**src/upb_cfg.svh**
```systemverilog
// Register map, field positions, reset values and rule overview for the USB pull and boost block
// Overview of operation
// - In device operation, setting the module enable bit of the USB control register engages the D+ pull-up.
// - With OTG pull override enabled, the D+ pull-up follows its own dedicated control bit instead.
// - Setting the host role enable bit engages the D+ and D- pull-downs together.
// - With OTG pull override enabled, the D+ and D- pull-downs follow one dedicated bit each.
// - The boost assist drives a PWM for an external supply, gated by voltage and current comparators.
// - Boost PWM period is bits 7:0 and duty cycle bits 15:8 of the period and duty register.
// - Boost PWM output polarity is chosen by bit 9 of the PWM control register.
// - The VBUS target voltage is chosen by bit 1 of the OTG control register.
// - The boost PWM counter runs only while its counter enable bit 8 is 1.
// - The boost PWM drives its output only while the PWM enable bit 15 is 1.
`ifndef UPB_CFG_SVH
`define UPB_CFG_SVH

// Register byte offsets
`define UPB_OFS_USB_CTRL 8'h00
`define UPB_OFS_OTG_CTRL 8'h04
`define UPB_OFS_PWR 8'h08
`define UPB_OFS_PER_DUTY 8'h0C
`define UPB_OFS_PWM_CTRL 8'h10
`define UPB_OFS_STATUS 8'h14

// Usb control fields
`define UPB_BIT_MOD_EN 0
`define UPB_BIT_HOST_EN 3
// Otg control fields
`define UPB_BIT_DISCHG 0
`define UPB_BIT_TARGET 1
`define UPB_BIT_OVERRIDE 2
`define UPB_BIT_VBUS_GEN 3
`define UPB_BIT_DM_PD 4
`define UPB_BIT_DP_PD 5
`define UPB_BIT_DP_PU 7
// Power fields
`define UPB_BIT_PWR_ON 0
// Period and duty fields
`define UPB_PER_LSB 0
`define UPB_DUTY_LSB 8
// Pwm control fields
`define UPB_BIT_CNT_EN 8
`define UPB_BIT_POL 9
`define UPB_BIT_PWM_EN 15

// Write masks and reset values
`define UPB_MASK_USB_CTRL 16'h0009
`define UPB_MASK_OTG_CTRL 16'h00BF
`define UPB_MASK_PWR 16'h0001
`define UPB_MASK_PER_DUTY 16'hFFFF
`define UPB_MASK_PWM_CTRL 16'h8300
`define UPB_RST_REG 16'h0000

`endif

```
**src/upb_pkg.sv**
```systemverilog
// Types shared by the USB pull and boost block
package upb_pkg;
	typedef logic [15:0] upb_reg_t;
	typedef logic [31:0] upb_word_t;
	typedef enum {
		UPB_SEL_USB_CTRL,
		UPB_SEL_OTG_CTRL,
		UPB_SEL_PWR,
		UPB_SEL_PER_DUTY,
		UPB_SEL_PWM_CTRL,
		UPB_SEL_STATUS,
		UPB_SEL_NONE
	} upb_sel_e;
endpackage

```
**src/upb_top.sv**
```systemverilog
// APB register file with pull and boost control for the USB port
`timescale 1ns/100ps
`include "upb_cfg.svh"
module upb_top (
	// Clock and reset
	input wire logic clk,
	input wire logic srst,
	// APB slave
	input wire logic psel,
	input wire logic penable,
	input wire logic pwrite,
	input wire logic [7:0] paddr,
	input wire logic [31:0] pwdata,
	output logic pready,
	output logic pslverr,
	output logic [31:0] prdata,
	// Boost comparators
	input wire logic vbus_at_target,
	input wire logic over_current,
	// Line terminations
	output logic dplus_pullup_on,
	output logic dplus_pulldown_on,
	output logic dminus_pulldown_on,
	// Boost drive
	output logic boost_pwm_out,
	output logic boost_pwm_oe,
	output logic vbus_target_select,
	output logic vbus_gen_on,
	output logic vbus_discharge_on,
	output logic usb_power_on
);
	upb_pkg::upb_reg_t ctrl_q, ctrl_d;
	upb_pkg::upb_reg_t otg_q, otg_d;
	upb_pkg::upb_reg_t pwr_q, pwr_d;
	upb_pkg::upb_reg_t perd_q, perd_d;
	upb_pkg::upb_reg_t pwmc_q, pwmc_d;
	upb_pkg::upb_word_t rdata_q, rdata_d;
	upb_pkg::upb_sel_e sel;
	upb_pkg::upb_reg_t status;
	upb_pkg::upb_reg_t wval;
	logic setup_ph, access_ph, wr_go;
	logic [7:0] pwm_count;

	// Address decode
	always_comb begin
		unique case (paddr)
			`UPB_OFS_USB_CTRL: sel = upb_pkg::UPB_SEL_USB_CTRL;
			`UPB_OFS_OTG_CTRL: sel = upb_pkg::UPB_SEL_OTG_CTRL;
			`UPB_OFS_PWR: sel = upb_pkg::UPB_SEL_PWR;
			`UPB_OFS_PER_DUTY: sel = upb_pkg::UPB_SEL_PER_DUTY;
			`UPB_OFS_PWM_CTRL: sel = upb_pkg::UPB_SEL_PWM_CTRL;
			`UPB_OFS_STATUS: sel = upb_pkg::UPB_SEL_STATUS;
			default: sel = upb_pkg::UPB_SEL_NONE;
		endcase
	end

	assign setup_ph = psel & ~penable;
	assign access_ph = psel & penable;
	assign wr_go = access_ph & pwrite;
	assign wval = pwdata[15:0];

	// Zero wait states, error on unmapped offsets
	assign pready = access_ph;
	assign pslverr = access_ph & (sel == upb_pkg::UPB_SEL_NONE);

	// Register writes
	always_comb begin
		ctrl_d = ctrl_q;
		otg_d = otg_q;
		pwr_d = pwr_q;
		perd_d = perd_q;
		pwmc_d = pwmc_q;
		if (wr_go) begin
			unique case (sel)
				upb_pkg::UPB_SEL_USB_CTRL: begin
					ctrl_d = wval & `UPB_MASK_USB_CTRL;
				end
				upb_pkg::UPB_SEL_OTG_CTRL: begin
					otg_d = wval & `UPB_MASK_OTG_CTRL;
				end
				upb_pkg::UPB_SEL_PWR: begin
					pwr_d = wval & `UPB_MASK_PWR;
				end
				upb_pkg::UPB_SEL_PER_DUTY: begin
					perd_d = wval & `UPB_MASK_PER_DUTY;
				end
				upb_pkg::UPB_SEL_PWM_CTRL: begin
					pwmc_d = wval & `UPB_MASK_PWM_CTRL;
				end
				upb_pkg::UPB_SEL_STATUS: begin
				end
				upb_pkg::UPB_SEL_NONE: begin
				end
			endcase
		end
	end

	always_ff @(posedge clk) begin
		if (srst) begin
			ctrl_q <= `UPB_RST_REG;
			otg_q <= `UPB_RST_REG;
			pwr_q <= `UPB_RST_REG;
			perd_q <= `UPB_RST_REG;
			pwmc_q <= `UPB_RST_REG;
		end else begin
			ctrl_q <= ctrl_d;
			otg_q <= otg_d;
			pwr_q <= pwr_d;
			perd_q <= perd_d;
			pwmc_q <= pwmc_d;
		end
	end

	// Live state for software
	always_comb begin
		status = '0;
		status[0] = dplus_pullup_on;
		status[1] = dplus_pulldown_on;
		status[2] = dminus_pulldown_on;
		status[3] = boost_pwm_out;
		status[4] = boost_pwm_oe;
		status[5] = vbus_at_target;
		status[6] = over_current;
		status[15:8] = pwm_count;
	end

	// Read data captured in the setup cycle
	always_comb begin
		rdata_d = rdata_q;
		if (setup_ph) begin
			unique case (sel)
				upb_pkg::UPB_SEL_USB_CTRL: rdata_d = {16'h0000, ctrl_q};
				upb_pkg::UPB_SEL_OTG_CTRL: rdata_d = {16'h0000, otg_q};
				upb_pkg::UPB_SEL_PWR: rdata_d = {16'h0000, pwr_q};
				upb_pkg::UPB_SEL_PER_DUTY: rdata_d = {16'h0000, perd_q};
				upb_pkg::UPB_SEL_PWM_CTRL: rdata_d = {16'h0000, pwmc_q};
				upb_pkg::UPB_SEL_STATUS: rdata_d = {16'h0000, status};
				upb_pkg::UPB_SEL_NONE: rdata_d = 32'h0000_0000;
			endcase
		end
	end

	always_ff @(posedge clk) begin
		if (srst) begin
			rdata_q <= 32'h0000_0000;
		end else begin
			rdata_q <= rdata_d;
		end
	end

	assign prdata = rdata_q;

	// Terminations
	upb_pull_ctrl u_pull (
		.clk(clk),
		.srst(srst),
		.usb_module_enable(ctrl_q[`UPB_BIT_MOD_EN]),
		.host_role_enable(ctrl_q[`UPB_BIT_HOST_EN]),
		.otg_pull_override_enable(otg_q[`UPB_BIT_OVERRIDE]),
		.dplus_pullup_ctrl(otg_q[`UPB_BIT_DP_PU]),
		.dplus_pulldown_ctrl(otg_q[`UPB_BIT_DP_PD]),
		.dminus_pulldown_ctrl(otg_q[`UPB_BIT_DM_PD]),
		.dplus_pullup_on(dplus_pullup_on),
		.dplus_pulldown_on(dplus_pulldown_on),
		.dminus_pulldown_on(dminus_pulldown_on)
	);

	// Boost PWM
	upb_boost_pwm #(
		.W(8)
	) u_pwm (
		.clk(clk),
		.srst(srst),
		.period(perd_q[`UPB_PER_LSB +: 8]),
		.duty(perd_q[`UPB_DUTY_LSB +: 8]),
		.boost_counter_enable(pwmc_q[`UPB_BIT_CNT_EN]),
		.boost_pwm_enable(pwmc_q[`UPB_BIT_PWM_EN]),
		.boost_pwm_polarity(pwmc_q[`UPB_BIT_POL]),
		.vbus_at_target(vbus_at_target),
		.over_current(over_current),
		.pwm_out(boost_pwm_out),
		.pwm_oe(boost_pwm_oe),
		.count(pwm_count)
	);

	assign vbus_target_select = otg_q[`UPB_BIT_TARGET];
	assign vbus_gen_on = otg_q[`UPB_BIT_VBUS_GEN];
	assign vbus_discharge_on = otg_q[`UPB_BIT_DISCHG];
	assign usb_power_on = pwr_q[`UPB_BIT_PWR_ON];
endmodule // upb_top

```
**src/upb_pull_ctrl.sv**
```systemverilog
// Line termination selection for D+ and D-
`timescale 1ns/100ps
`include "upb_cfg.svh"
module upb_pull_ctrl (
	// Clock and reset
	input wire logic clk,
	input wire logic srst,
	// Control bits
	input wire logic usb_module_enable,
	input wire logic host_role_enable,
	input wire logic otg_pull_override_enable,
	input wire logic dplus_pullup_ctrl,
	input wire logic dplus_pulldown_ctrl,
	input wire logic dminus_pulldown_ctrl,
	// Termination enables
	output logic dplus_pullup_on,
	output logic dplus_pulldown_on,
	output logic dminus_pulldown_on
);
	logic pu_q, pu_d, dpd_q, dpd_d, dmd_q, dmd_d;

	always_comb begin
		if (otg_pull_override_enable) begin
			pu_d = dplus_pullup_ctrl;
			dpd_d = dplus_pulldown_ctrl;
			dmd_d = dminus_pulldown_ctrl;
		end else begin
			pu_d = usb_module_enable & ~host_role_enable;
			dpd_d = host_role_enable;
			dmd_d = host_role_enable;
		end
	end

	always_ff @(posedge clk) begin
		if (srst) begin
			pu_q <= 1'b0;
			dpd_q <= 1'b0;
			dmd_q <= 1'b0;
		end else begin
			pu_q <= pu_d;
			dpd_q <= dpd_d;
			dmd_q <= dmd_d;
		end
	end

	assign dplus_pullup_on = pu_q;
	assign dplus_pulldown_on = dpd_q;
	assign dminus_pulldown_on = dmd_q;
endmodule // upb_pull_ctrl

```
**src/upb_boost_pwm.sv**
```systemverilog
// Boost assist PWM with comparator gating
`timescale 1ns/100ps
module upb_boost_pwm #(
	parameter int W = 8
) (
	// Clock and reset
	input wire logic clk,
	input wire logic srst,
	// Setup
	input wire logic [W-1:0] period,
	input wire logic [W-1:0] duty,
	input wire logic boost_counter_enable,
	input wire logic boost_pwm_enable,
	input wire logic boost_pwm_polarity,
	// Comparators
	input wire logic vbus_at_target,
	input wire logic over_current,
	// Drive
	output logic pwm_out,
	output logic pwm_oe,
	output logic [W-1:0] count
);
	logic [W-1:0] cnt_q, cnt_d;
	logic out_q, out_d, oe_q, oe_d, on;

	always_comb begin
		cnt_d = '0;
		if (boost_counter_enable && cnt_q < period) begin
			cnt_d = cnt_q + W'(1);
		end
		on = boost_counter_enable & (cnt_q < duty) & ~vbus_at_target & ~over_current;
		oe_d = boost_pwm_enable;
		out_d = boost_pwm_enable ? (on ^ boost_pwm_polarity) : boost_pwm_polarity;
	end

	always_ff @(posedge clk) begin
		if (srst) begin
			cnt_q <= '0;
			out_q <= 1'b0;
			oe_q <= 1'b0;
		end else begin
			cnt_q <= cnt_d;
			out_q <= out_d;
			oe_q <= oe_d;
		end
	end

	assign pwm_out = out_q;
	assign pwm_oe = oe_q;
	assign count = cnt_q;
endmodule // upb_boost_pwm

```
**config.mk**
```make
export PLATFORM = sky130hd
export DESIGN_NAME = upb_top
export DESIGN_NICKNAME = d
export VERILOG_FILES = /design/src/upb_pkg.sv /design/src/upb_top.sv /design/src/upb_pull_ctrl.sv /design/src/upb_boost_pwm.sv
export VERILOG_INCLUDE_DIRS = /design/src
export SDC_FILE = /design/constraint.sdc
export NUM_CORES = 1
export LEC_CHECK = 0
export BUFFER_PORTS_ARGS = -buffer_cell sky130_fd_sc_hd__buf_2
export CORE_MARGIN = 5
export CORE_UTILIZATION = 45
export DETAILED_ROUTE_END_ITERATION = 16
export PLACE_DENSITY = 0.8
export SLEW_MARGIN = 10
export SYNTH_ARGS = -nofsm -noshare
export SYNTH_HDL_FRONTEND = slang
export SYNTH_SLANG_ARGS = --single-unit
export TNS_END_PERCENT = 50
```
**constraint.sdc**
```tcl
create_clock -name clk -period 4.4 [get_ports clk]
set_input_delay 0.88 -clock clk [delete_from_list [all_inputs] [get_ports clk]]
set_output_delay 0.88 -clock clk [all_outputs]
set_load 0.05 [all_outputs]
```
; Word-level counts from Yosys, hierarchy flattened
; Index checks and enable logic that the tools add are counted.
[word_totals]
regBits = 74
out_inout_bits = 43
word_cells = 56
[op_classes]
add_sub_neg = 1
n_lt_le_gt_ge = 2
eq_ne = 12
mux = 6
bitwise_logic = 14
reduce_logical = 9
[ops]
columns = operator, count
row1 = $pmux 32 s7, 1
row2 = $eq 32x3->1 const B, 3
row3 = $eq 32x2->1 const B, 2
row4 = $eq 32x1->1 const B, 1
row5 = $eq 32x4->1 const B, 1
row6 = $logic_not 32->1, 1
row7 = $pmux 3 s6, 1
row8 = $eq 8x4->1 const B, 2
row9 = $eq 8x5->1 const B, 2
row10 = $lt 8x8->1, 2
row11 = $reduce_and 2->1, 5
row12 = $add 8x1->8 const B, 1
row13 = $and 1x1->1, 8
row14 = $eq 8x3->1 const B, 1
row15 = $logic_not 8->1, 1
row16 = $not 1->1, 5
row17 = $mux 1, 4
row18 = $reduce_or 2->1, 1
row19 = $logic_and 1x1->1, 1
row20 = $xor 1x1->1, 1

; Longest topological paths before layout
; Gate-level depths: netlist of the first run.
[logic_depth]
depth_word = 6
ltp_mapped = 7

; By module
; Synthesis of the first run repeated with hierarchy kept, for this count alone.
[hier_totals]
hier_cells = 334
area_unflattened_um2 = 3022.9
[by_module_without_submodules]
columns = mod, n_inst, cells_each, area_per_inst_um2, seq_area_each_um2
row1 = upb_top, 1, 237, 2207.1, 900.9
row2 = upb_boost_pwm, 1, 86, 714.4, 200.2
row3 = upb_pull_ctrl, 1, 11, 101.3, 60.1

; Worst setup path after synthesis of the first run
; No wires, ideal clock.
[synth_path]
kind = input to output
start = input paddr[5]
end = output pslverr
t_arrival_ps = 2101
path_slack_ps = 1419
path_stages = 4
path_buffers = 1
path_cell_list = or4_4 -> or2_4 -> buf_6 -> and3_1
[synth_via]
elab_chain_cells = 4
[synth_lines]
columns = element, line_no
row1 = "start, declared", upb_top.sv:12  ; input wire logic [7:0] paddr,
row2 = "$eq 8x5->1, or another cell as far along", upb_top.sv:46  ; unique case (paddr)
row3 = $pmux 3 s6 *, upb_top.sv:46
row4 = $eq 32x4->1 *, upb_top.sv:64  ; assign pslverr = access_ph & (sel == upb_pkg::UPB_SEL_NONE);
row5 = $and 1x1->1 *, upb_top.sv:64
row6 = "end, declared", upb_top.sv:15  ; output logic pslverr,
; Mark *: on every way between the ends. The rest lies on a longest branch, timed or not.

; Worst setup path in the final report of the first run
[layout_path]
start = input paddr[4]
end = output pslverr
; Same word-level chain as after synthesis.

==> results of run 1 <==
## per-stage QoR
| step | power [mW] | setup WS, ps |
|---|---|---|
| floorplan | 0.602 | 1420 |
| CTS | 1.08 | 1280 |
| finish | 1.08 | 1280 |
| detailed placement | 0.614 | 1260 |
| global placement | 0.613 | 1290 |
| global route | 1.11 | 1260 |
## flip-flops by register name, summed over array words and instances, names as in the netlist
signal / flops
pwmc_q: 3
prdata: 16
u_pull.dplus_pullup_on: 1
u_pwm.pwm_oe: 1
pwr_q: 1
u_pull.dplus_pulldown_on: 1
otg_q: 7
u_pwm.count: 8
u_pwm.pwm_out: 1
u_pull.dminus_pulldown_on: 1
ctrl_q: 2
perd_q: 16
## per-layer routing
layer | up-vias | GRT usage, % | share of wire, %
met3 | 10 | 4.42 | 7.6
li1 | 1291 | - | -
met2 | 98 | 27.7 | 46
met4 | 0 | 6.33 | 1.2
met1 | 1216 | 23.2 | 45
met5 | - | 0 | 0
## worst paths after layout
| check | from | endpoint | cells past startpoint |
|---|---|---|---|
| max reg2reg | perd_q[6] | u_pwm.count[5] | 6 |
| max | paddr[4] | pslverr | 5 |
| min | prdata[13] | prdata[13] | 2 |
| min reg2reg | prdata[13] | prdata[13] | 2 |
## placed cells by master, fill, tap and decap left out, types with 9 or more instances in the layout
cell type,n
sky130_fd_sc_hd__a21oi_1,26
sky130_fd_sc_hd__buf_2,57
sky130_fd_sc_hd__clkbuf_8,9
sky130_fd_sc_hd__conb_1,16
sky130_fd_sc_hd__dfxtp_1,58
sky130_fd_sc_hd__ha_1,15
sky130_fd_sc_hd__inv_1,17
sky130_fd_sc_hd__mux2i_1,17
sky130_fd_sc_hd__nand2_1,60
sky130_fd_sc_hd__nand3_1,11
sky130_fd_sc_hd__nor2_1,27
sky130_fd_sc_hd__o21ai_0,18
## critical path, cell delays in order
cell and delay, ps:
sky130_fd_sc_hd__buf_2 150, sky130_fd_sc_hd__or4_4 520, sky130_fd_sc_hd__or2_4 310, sky130_fd_sc_hd__and3_1 180, sky130_fd_sc_hd__buf_2 200
## cells by family (layout without fill, tap and decap cells)
kind of cell,Yosys count,count (layout),share of synthesized area (%)
and+or+nand+nor,131,131,21.2
other,1,16,0.129
AOI/OAI and AO/OA,73,73,15.6
buffers and inverters,48,91,8.80
adders and majority gates,15,15,6.44
xor gates and xnor gates,6,6,1.80
muxes,18,18,6.22
DFF,58,58,39.8
## power breakdown
part / switching [mW] / total, mW / internal (mW) / leakage, nW
Clock: 0.218 / 0.477 / 0.259 / 0.0873
Combinational: 0.0625 / 0.0785 / 0.0160 / 0.861
Sequential: 0.000118 / 0.525 / 0.525 / 0.467
Total: 0.281 / 1.08 / 0.800 / 1.42
## layout make-up
class	instances	area, sq um	share of cell area, %
multi-input combinational	259	1550	46.2
clock inverter	7	70.1	2.08
clock buffer	9	124	3.68
sequential	58	1160	34.5
inverter	17	63.8	1.90
timing repair buffer	58	293	8.71
tap	77	96.3	2.87
==> report_table.html, run 1 <==
<table>
<tr><th>Metric</th><th>Value</th></tr>
<tr><th colspan="2">Timing</th></tr>
<tr><td>Slew at the pin closest to its max-slew limit</td><td>1030 ps</td></tr>
<tr><td>Worst slew slack as a fraction of its limit</td><td>30.9%</td></tr>
<tr><td>Post-Route Setup TNS</td><td>0 ps</td></tr>
<tr><td>Worst Hold Margin</td><td>between 400 and 500 ps</td></tr>
<tr><td>Final hold viol count</td><td>0</td></tr>
<tr><td>Clk_skew</td><td>a little under 9 ps</td></tr>
<tr><td>Max Clk Rate</td><td>approximately 320 MHz</td></tr>
<tr><td>Fin crit period</td><td>3120 ps</td></tr>
<tr><td>Number of endpoints failing setup at the final stage</td><td>0</td></tr>
<tr><td>Number of max-slew violations in the final report</td><td>0</td></tr>
<tr><td>Setup repair after global routing missed its margin</td><td>false</td></tr>
<tr><td>Final worst-path cycle share</td><td>slightly above 70%</td></tr>
<tr><th colspan="2">Setup path</th></tr>
<tr><td>Signal arrival time at the worst endpoint</td><td>2240 ps</td></tr>
<tr><td>Category of the critical setup timing path</td><td>in2out</td></tr>
<tr><td>Element type at the critical path start</td><td>primary input</td></tr>
<tr><td>Register-to-register setup slack</td><td>between 2000 and 3000 ps</td></tr>
<tr><td>Data required time of the critical path</td><td>3520 ps</td></tr>
<tr><td>Sort of element at the end of the critical path</td><td>output port</td></tr>
<tr><td>Highest fanout seen on the critical path</td><td>12</td></tr>
<tr><th colspan="2">Outcome</th></tr>
<tr><td>Status</td><td>finished, final reports clean</td></tr>
<tr><th colspan="2">Route</th></tr>
<tr><td>Vias/cell</td><td>5.39</td></tr>
<tr><td>Detailed-route wire length per cell</td><td>around 15 microns</td></tr>
<tr><td>Via count</td><td>about 2600</td></tr>
<tr><td>TritonRoute pass-1 iters</td><td>4</td></tr>
<tr><td>DRC errors left</td><td>0</td></tr>
<tr><td>1st-iter DRT viols</td><td>279</td></tr>
<tr><td>DRT antenna net count</td><td>0</td></tr>
<tr><td>Aggregate routed wire length</td><td>~7200 microns</td></tr>
<tr><th colspan="2">Clock tree</th></tr>
<tr><td>Post-cts gate resize count</td><td>0</td></tr>
<tr><td>Number of clock sinks</td><td>58</td></tr>
<tr><td>Depth of the CTS H-tree</td><td>3</td></tr>
<tr><td>Total clock buffers created by CTS</td><td>9</td></tr>
<tr><td>Buffer count from post-CTS setup fixing</td><td>0</td></tr>
<tr><td>CTS max path bufs</td><td>2</td></tr>
<tr><td>Root Driver</td><td>sky130_fd_sc_hd__clkbuf_8</td></tr>
<tr><td>Worst-path clk slew</td><td>60 ps</td></tr>
<tr><td>Clk_lat worst skew</td><td>340 ps</td></tr>
<tr><td>TritonCTS clock tree</td><td>done</td></tr>
<tr><td>Quantity of hold-fixing buffers added after cts</td><td>0</td></tr>
<tr><th colspan="2">Synthesis</th></tr>
<tr><td>Number of synthesized flops with an enable pin</td><td>0</td></tr>
<tr><td>Library cells used by synthesis</td><td>49</td></tr>
<tr><td>Avg Synthesized Cell Area</td><td>8.33 sq um</td></tr>
<tr><td>Share of the yosys chip area belonging to registers</td><td>39.8%</td></tr>
<tr><td>Cell accounting for the most synthesized area</td><td>sky130_fd_sc_hd__dfxtp_1</td></tr>
<tr><td>Mapped Cells</td><td>between 300 and 400</td></tr>
<tr><td>Biggest area contributors in the synthesized netlist</td><td>sky130_fd_sc_hd__dfxtp_1, sky130_fd_sc_hd__nand2_1, sky130_fd_sc_hd__ha_1</td></tr>
<tr><td>Share of flip-flops with an asynchronous set or reset after synthesis</td><td>0%</td></tr>
<tr><td>Fraction of post-synthesis cell area in the top cell type by area</td><td>39.8%</td></tr>
<tr><td>Yosys Warn Count</td><td>0</td></tr>
<tr><td>Leading cell types by count after synthesis</td><td>sky130_fd_sc_hd__nand2_1, sky130_fd_sc_hd__dfxtp_1, sky130_fd_sc_hd__nor2_1</td></tr>
<tr><td>Number of register bits inferred by synthesis</td><td>between 50 and 60</td></tr>
<tr><td>Library cell with the highest instance count after synthesis</td><td>sky130_fd_sc_hd__nand2_1</td></tr>
<tr><td>Cell area after technology mapping</td><td>0.00292 sq mm</td></tr>
<tr><td>Most used flip-flop cell after synthesis</td><td>sky130_fd_sc_hd__dfxtp_1</td></tr>
<tr><th colspan="2">GRT</th></tr>
<tr><td>Largest net degree at the start of global routing</td><td>43</td></tr>
<tr><td>Total GRT Usage</td><td>17.6%</td></tr>
<tr><td>First-pass GRT wire length</td><td>around 12000 microns</td></tr>
<tr><td>Initial antenna violation count</td><td>0</td></tr>
<tr><td>Vias in the first global route</td><td>roughly 2500</td></tr>
<tr><td>Gr ovfl total</td><td>0</td></tr>
<tr><th colspan="2">Min path</th></tr>
<tr><td>Class of the most critical hold timing path</td><td>reg2reg</td></tr>
<tr><th colspan="2">Floorplan</th></tr>
<tr><td>Placeable core region</td><td>0.00631 sq mm</td></tr>
<tr><td>Die X</td><td>90.5 microns</td></tr>
<tr><td>Site Rows</td><td>29</td></tr>
<tr><td>Vertical die dimension</td><td>90.5 microns</td></tr>
<tr><td>Die Footprint</td><td>0.00819 sq mm</td></tr>
<tr><td>Total I/O pin count</td><td>90</td></tr>
<tr><td>Starting density of the core</td><td>between 40% and 50%</td></tr>
<tr><th colspan="2">Placement</th></tr>
<tr><td>Detail Placement HPWL</td><td>5380 microns</td></tr>
<tr><td>GPL Wtd Cong</td><td>0.848</td></tr>
<tr><td>Number of buffer cells added on primary ports</td><td>57</td></tr>
<tr><td>Area after DPL</td><td>around 0.0032 sq mm</td></tr>
<tr><td>Total instance count after detailed placement</td><td>around 470</td></tr>
<tr><th colspan="2">Layout</th></tr>
<tr><td>End-of-flow core utilization</td><td>53.3%</td></tr>
<tr><td>Number of diodes added for antenna fixing</td><td>0</td></tr>
<tr><td>Final standard cell count with taps included and fillers excluded</td><td>485</td></tr>
<tr><td>Filler Cells Inserted</td><td>623</td></tr>
<tr><td>Layout cell share with drive strength beyond 1</td><td>19.9%</td></tr>
<tr><td>Final layout net count</td><td>465</td></tr>
<tr><td>Finished Cell Area</td><td>0.00336 sq mm</td></tr>
<tr><td>Area growth, synth to finish</td><td>15.3%</td></tr>
<tr><th colspan="2">Power</th></tr>
<tr><td>Static leakage power</td><td>1.42 nW</td></tr>
<tr><td>Worst IR Drop VDD</td><td>around 0.00016 V</td></tr>
<tr><td>Power density normalized to cell area</td><td>roughly 320 mW/mm^2</td></tr>
<tr><th colspan="2">Job</th></tr>
<tr><td>Max-cap violation count</td><td>0</td></tr>
</table>
Power figures use the tool's default switching activity.
==> inputs of run 2 (changes only) <==
Settings changed: ABC_AREA set to 1, PLACE_DENSITY 0.8 to 0.82.
Clock period 4.4 ns to 2.7 ns, I/O delays scaled along.
==> report_table.html, run 2 <==
<table>
<tr><th>Metric</th><th>Value</th></tr>
<tr><th colspan="2">Layout</th></tr>
<tr><td>Most common library cell in the layout ignoring fill and taps</td><td>sky130_fd_sc_hd__nand2_1</td></tr>
<tr><td>Final standard cell count with taps included and fillers excluded</td><td>534</td></tr>
<tr><td>Final layout net count</td><td>between 500 and 600</td></tr>
<tr><td>Area growth, synth to finish</td><td>18.3%</td></tr>
<tr><td>Layout cell share with drive strength beyond 1</td><td>approximately 22%</td></tr>
<tr><td>Finished Cell Area</td><td>about 0.0034 sq mm</td></tr>
<tr><td>Number of diodes added for antenna fixing</td><td>0</td></tr>
<tr><td>Most frequent cells in the layout</td><td>sky130_fd_sc_hd__nand2_1, sky130_fd_sc_hd__dfxtp_1, sky130_fd_sc_hd__buf_2</td></tr>
<tr><th colspan="2">Placement</th></tr>
<tr><td>GPL Wtd Cong</td><td>0.858</td></tr>
<tr><td>Total instance count after detailed placement</td><td>around 520</td></tr>
<tr><td>Post-place setup slack</td><td>634 ps</td></tr>
<tr><td>Area after DPL</td><td>0.00319 sq mm</td></tr>
<tr><td>Number of buffer cells added on primary ports</td><td>57</td></tr>
<tr><td>Detail Placement HPWL</td><td>5390 microns</td></tr>
<tr><th colspan="2">Synthesis</th></tr>
<tr><td>Most used flip-flop cell after synthesis</td><td>sky130_fd_sc_hd__dfxtp_1</td></tr>
<tr><td>Share of the yosys chip area belonging to registers</td><td>40.1%</td></tr>
<tr><td>Avg Synthesized Cell Area</td><td>7.38 sq um</td></tr>
<tr><td>Fraction of post-synthesis cell area in the top cell type by area</td><td>about two fifths</td></tr>
<tr><td>Cell accounting for the most synthesized area</td><td>sky130_fd_sc_hd__dfxtp_1</td></tr>
<tr><td>Number of synthesized flops with an enable pin</td><td>0</td></tr>
<tr><td>Biggest area contributors in the synthesized netlist</td><td>sky130_fd_sc_hd__dfxtp_1, sky130_fd_sc_hd__nand2_1, sky130_fd_sc_hd__a21oi_1</td></tr>
<tr><td>Library cells used by synthesis</td><td>32</td></tr>
<tr><td>Mapped Cells</td><td>393</td></tr>
<tr><td>Yosys Warn Count</td><td>0</td></tr>
<tr><td>Share of flip-flops with an asynchronous set or reset after synthesis</td><td>0%</td></tr>
<tr><td>Number of register bits inferred by synthesis</td><td>58</td></tr>
<tr><td>Library cell with the highest instance count after synthesis</td><td>sky130_fd_sc_hd__nand2_1</td></tr>
<tr><td>Leading cell types by count after synthesis</td><td>sky130_fd_sc_hd__nand2_1, sky130_fd_sc_hd__dfxtp_1, sky130_fd_sc_hd__a21oi_1</td></tr>
<tr><td>Cell area after technology mapping</td><td>between 0.002 and 0.003 sq mm</td></tr>
<tr><th colspan="2">Clock tree</th></tr>
<tr><td>Worst-path clk slew</td><td>60 ps</td></tr>
<tr><td>Quantity of hold-fixing buffers added after cts</td><td>0</td></tr>
<tr><td>Clk_lat worst skew</td><td>340 ps</td></tr>
<tr><td>Root Driver</td><td>sky130_fd_sc_hd__clkbuf_8</td></tr>
<tr><td>CTS max path bufs</td><td>2</td></tr>
<tr><td>Buffer count from post-CTS setup fixing</td><td>0</td></tr>
<tr><td>Depth of the CTS H-tree</td><td>3</td></tr>
<tr><td>Total clock buffers created by CTS</td><td>9</td></tr>
<tr><td>TritonCTS clock tree</td><td>done</td></tr>
<tr><td>Number of clock sinks</td><td>58</td></tr>
<tr><td>Post-cts gate resize count</td><td>0</td></tr>
<tr><th colspan="2">Floorplan</th></tr>
<tr><td>Starting density of the core</td><td>45.9%</td></tr>
<tr><td>Die Footprint</td><td>0.00815 sq mm</td></tr>
<tr><td>Total I/O pin count</td><td>90</td></tr>
<tr><td>Placeable core region</td><td>0.00631 sq mm</td></tr>
<tr><td>Die X</td><td>about 90 microns</td></tr>
<tr><td>Vertical die dimension</td><td>90.3 microns</td></tr>
<tr><td>Site Rows</td><td>29</td></tr>
<tr><th colspan="2">GRT</th></tr>
<tr><td>Largest net degree at the start of global routing</td><td>32</td></tr>
<tr><td>First-pass GRT wire length</td><td>11700 microns</td></tr>
<tr><td>Total GRT Usage</td><td>17.8%</td></tr>
<tr><td>Gr ovfl total</td><td>0</td></tr>
<tr><td>Initial antenna violation count</td><td>0</td></tr>
<tr><td>Vias in the first global route</td><td>between 2000 and 3000</td></tr>
<tr><th colspan="2">Setup path</th></tr>
<tr><td>Data required time of the critical path</td><td>~2200 ps</td></tr>
<tr><td>Category of the critical setup timing path</td><td>in2out</td></tr>
<tr><td>Signal arrival time at the worst endpoint</td><td>1550 ps</td></tr>
<tr><td>Element type at the critical path start</td><td>primary input</td></tr>
<tr><td>Sort of element at the end of the critical path</td><td>output port</td></tr>
<tr><td>Reg2reg path depth</td><td>6</td></tr>
<tr><td>Highest fanout seen on the critical path</td><td>5</td></tr>
<tr><th colspan="2">Timing</th></tr>
<tr><td>Clk_skew</td><td>7.28 ps</td></tr>
<tr><td>Fin crit period</td><td>2090 ps</td></tr>
<tr><td>Max Clk Rate</td><td>479 MHz</td></tr>
<tr><td>Number of endpoints failing setup at the final stage</td><td>0</td></tr>
<tr><td>Final worst-path cycle share</td><td>77.4%</td></tr>
<tr><td>Final hold viol count</td><td>0</td></tr>
<tr><td>Worst Hold Margin</td><td>441 ps</td></tr>
<tr><td>Setup repair after global routing missed its margin</td><td>false</td></tr>
<tr><td>Worst-case setup margin in the final layout</td><td>610 ps</td></tr>
<tr><td>Number of max-slew violations in the final report</td><td>0</td></tr>
<tr><td>Post-Route Setup TNS</td><td>0 ps</td></tr>
<tr><th colspan="2">Route</th></tr>
<tr><td>Vias/cell</td><td>about 5</td></tr>
<tr><td>DRT antenna net count</td><td>0</td></tr>
<tr><td>1st-iter DRT viols</td><td>205</td></tr>
<tr><td>TritonRoute pass-1 iters</td><td>5</td></tr>
<tr><td>Detailed-route wire length per cell</td><td>between 10 and 15 microns</td></tr>
<tr><td>DRC errors left</td><td>0</td></tr>
<tr><td>Via count</td><td>2721</td></tr>
<tr><td>Aggregate routed wire length</td><td>about 7100 microns</td></tr>
<tr><th colspan="2">Job</th></tr>
<tr><td>Max-cap violation count</td><td>0</td></tr>
<tr><th colspan="2">Outcome</th></tr>
<tr><td>Status</td><td>finished, final reports clean</td></tr>
<tr><th colspan="2">Power</th></tr>
<tr><td>Proportion of power drawn by the clock network</td><td>between 40% and 50%</td></tr>
<tr><td>Fraction of power spent switching nets</td><td>23.1%</td></tr>
<tr><td>Worst IR Drop VDD</td><td>0.000367 V</td></tr>
<tr><td>Fraction of power consumed by sequential logic</td><td>44.6%</td></tr>
<tr><td>Power dissipated by switching net loads</td><td>443 uW</td></tr>
<tr><td>Cell internal pwr</td><td>1.48 mW</td></tr>
<tr><td>Power density normalized to cell area</td><td>approximately 560 mW/mm^2</td></tr>
<tr><td>Share of power burned in combinational logic</td><td>6.9%</td></tr>
<tr><td>Static leakage power</td><td>1.46 nW</td></tr>
<tr><th colspan="2">Min path</th></tr>
<tr><td>Class of the most critical hold timing path</td><td>in2reg</td></tr>
<tr><td>Worst Hold Path Cells</td><td>3</td></tr>
</table>
-- run 2: final cells by class --
type / instances / area (sq um)
clock buffers: 12 / 165
flip-flops and latches: 58 / 1160
repair buffers: 61 / 315
clock inverters: 4 / 72.6
inverters: 51 / 191
well taps: 77 / 96.3
multi-input cells: 271 / 1430
fillers: 632 / 2880
-- run 2: critical path, cell delays in order --
cell and delay [ps]:
sky130_fd_sc_hd__buf_2 110, sky130_fd_sc_hd__inv_1 150, sky130_fd_sc_hd__nand3_1 120, sky130_fd_sc_hd__nor2_1 350, sky130_fd_sc_hd__nor4_2 60, sky130_fd_sc_hd__buf_2 220
-- run 2: power groups by stage --
stage | Combinational (mW) | Sequential (mW) | Clock [mW]
after floorplan | 0.111 | 0.876 | 0
after global placement | 0.131 | 0.875 | 0
after detailed placement | 0.132 | 0.875 | 0
after CTS | 0.132 | 0.856 | 0.953
after global routing | 0.142 | 0.855 | 0.992
final | 0.133 | 0.856 | 0.932
-- run 2: path summary, 6_finish.rpt --
| path | from | end | slack, ps |
|---|---|---|---|
| setup / recovery | paddr[3] | pslverr | 610 |
| hold / removal | pwdata[5] | otg_q[5] | 440 |
| setup reg to reg | u_pwm.count[1] | u_pwm.count[3] | 970 |
| hold reg to reg | prdata[7] | prdata[7] | 460 |
-- run 2: per-stage QoR --
stage | util (%) | total power, mW
after CTS | 54.3 | 1.94
after global placement | 50.6 | 1.01
final | 54.3 | 1.92
after floorplan | - | 0.987
after global routing | 54.3 | 1.99
after detailed placement | 50.6 | 1.01
-- run 2: routing by layer --
| metal | GRT usage, % | part of all wire [%] |
|---|---|---|
| met5 | 0 | 0 |
| met4 | 5.83 | 1.7 |
| met3 | 7.33 | 7.9 |
| met2 | 28.4 | 46 |
| met1 | 21.8 | 44 |
-- run 2: cell families after synthesis --
family          Yosys count  synth area share (%)
compound gates           92                  17.5
xor+xnor                  5                  1.51
fa+ha+maj                15                  6.47
buf+inv                  79                  12.8
flops                    58                  40.1
other cells               1                 0.129
simple gates            143                  21.5
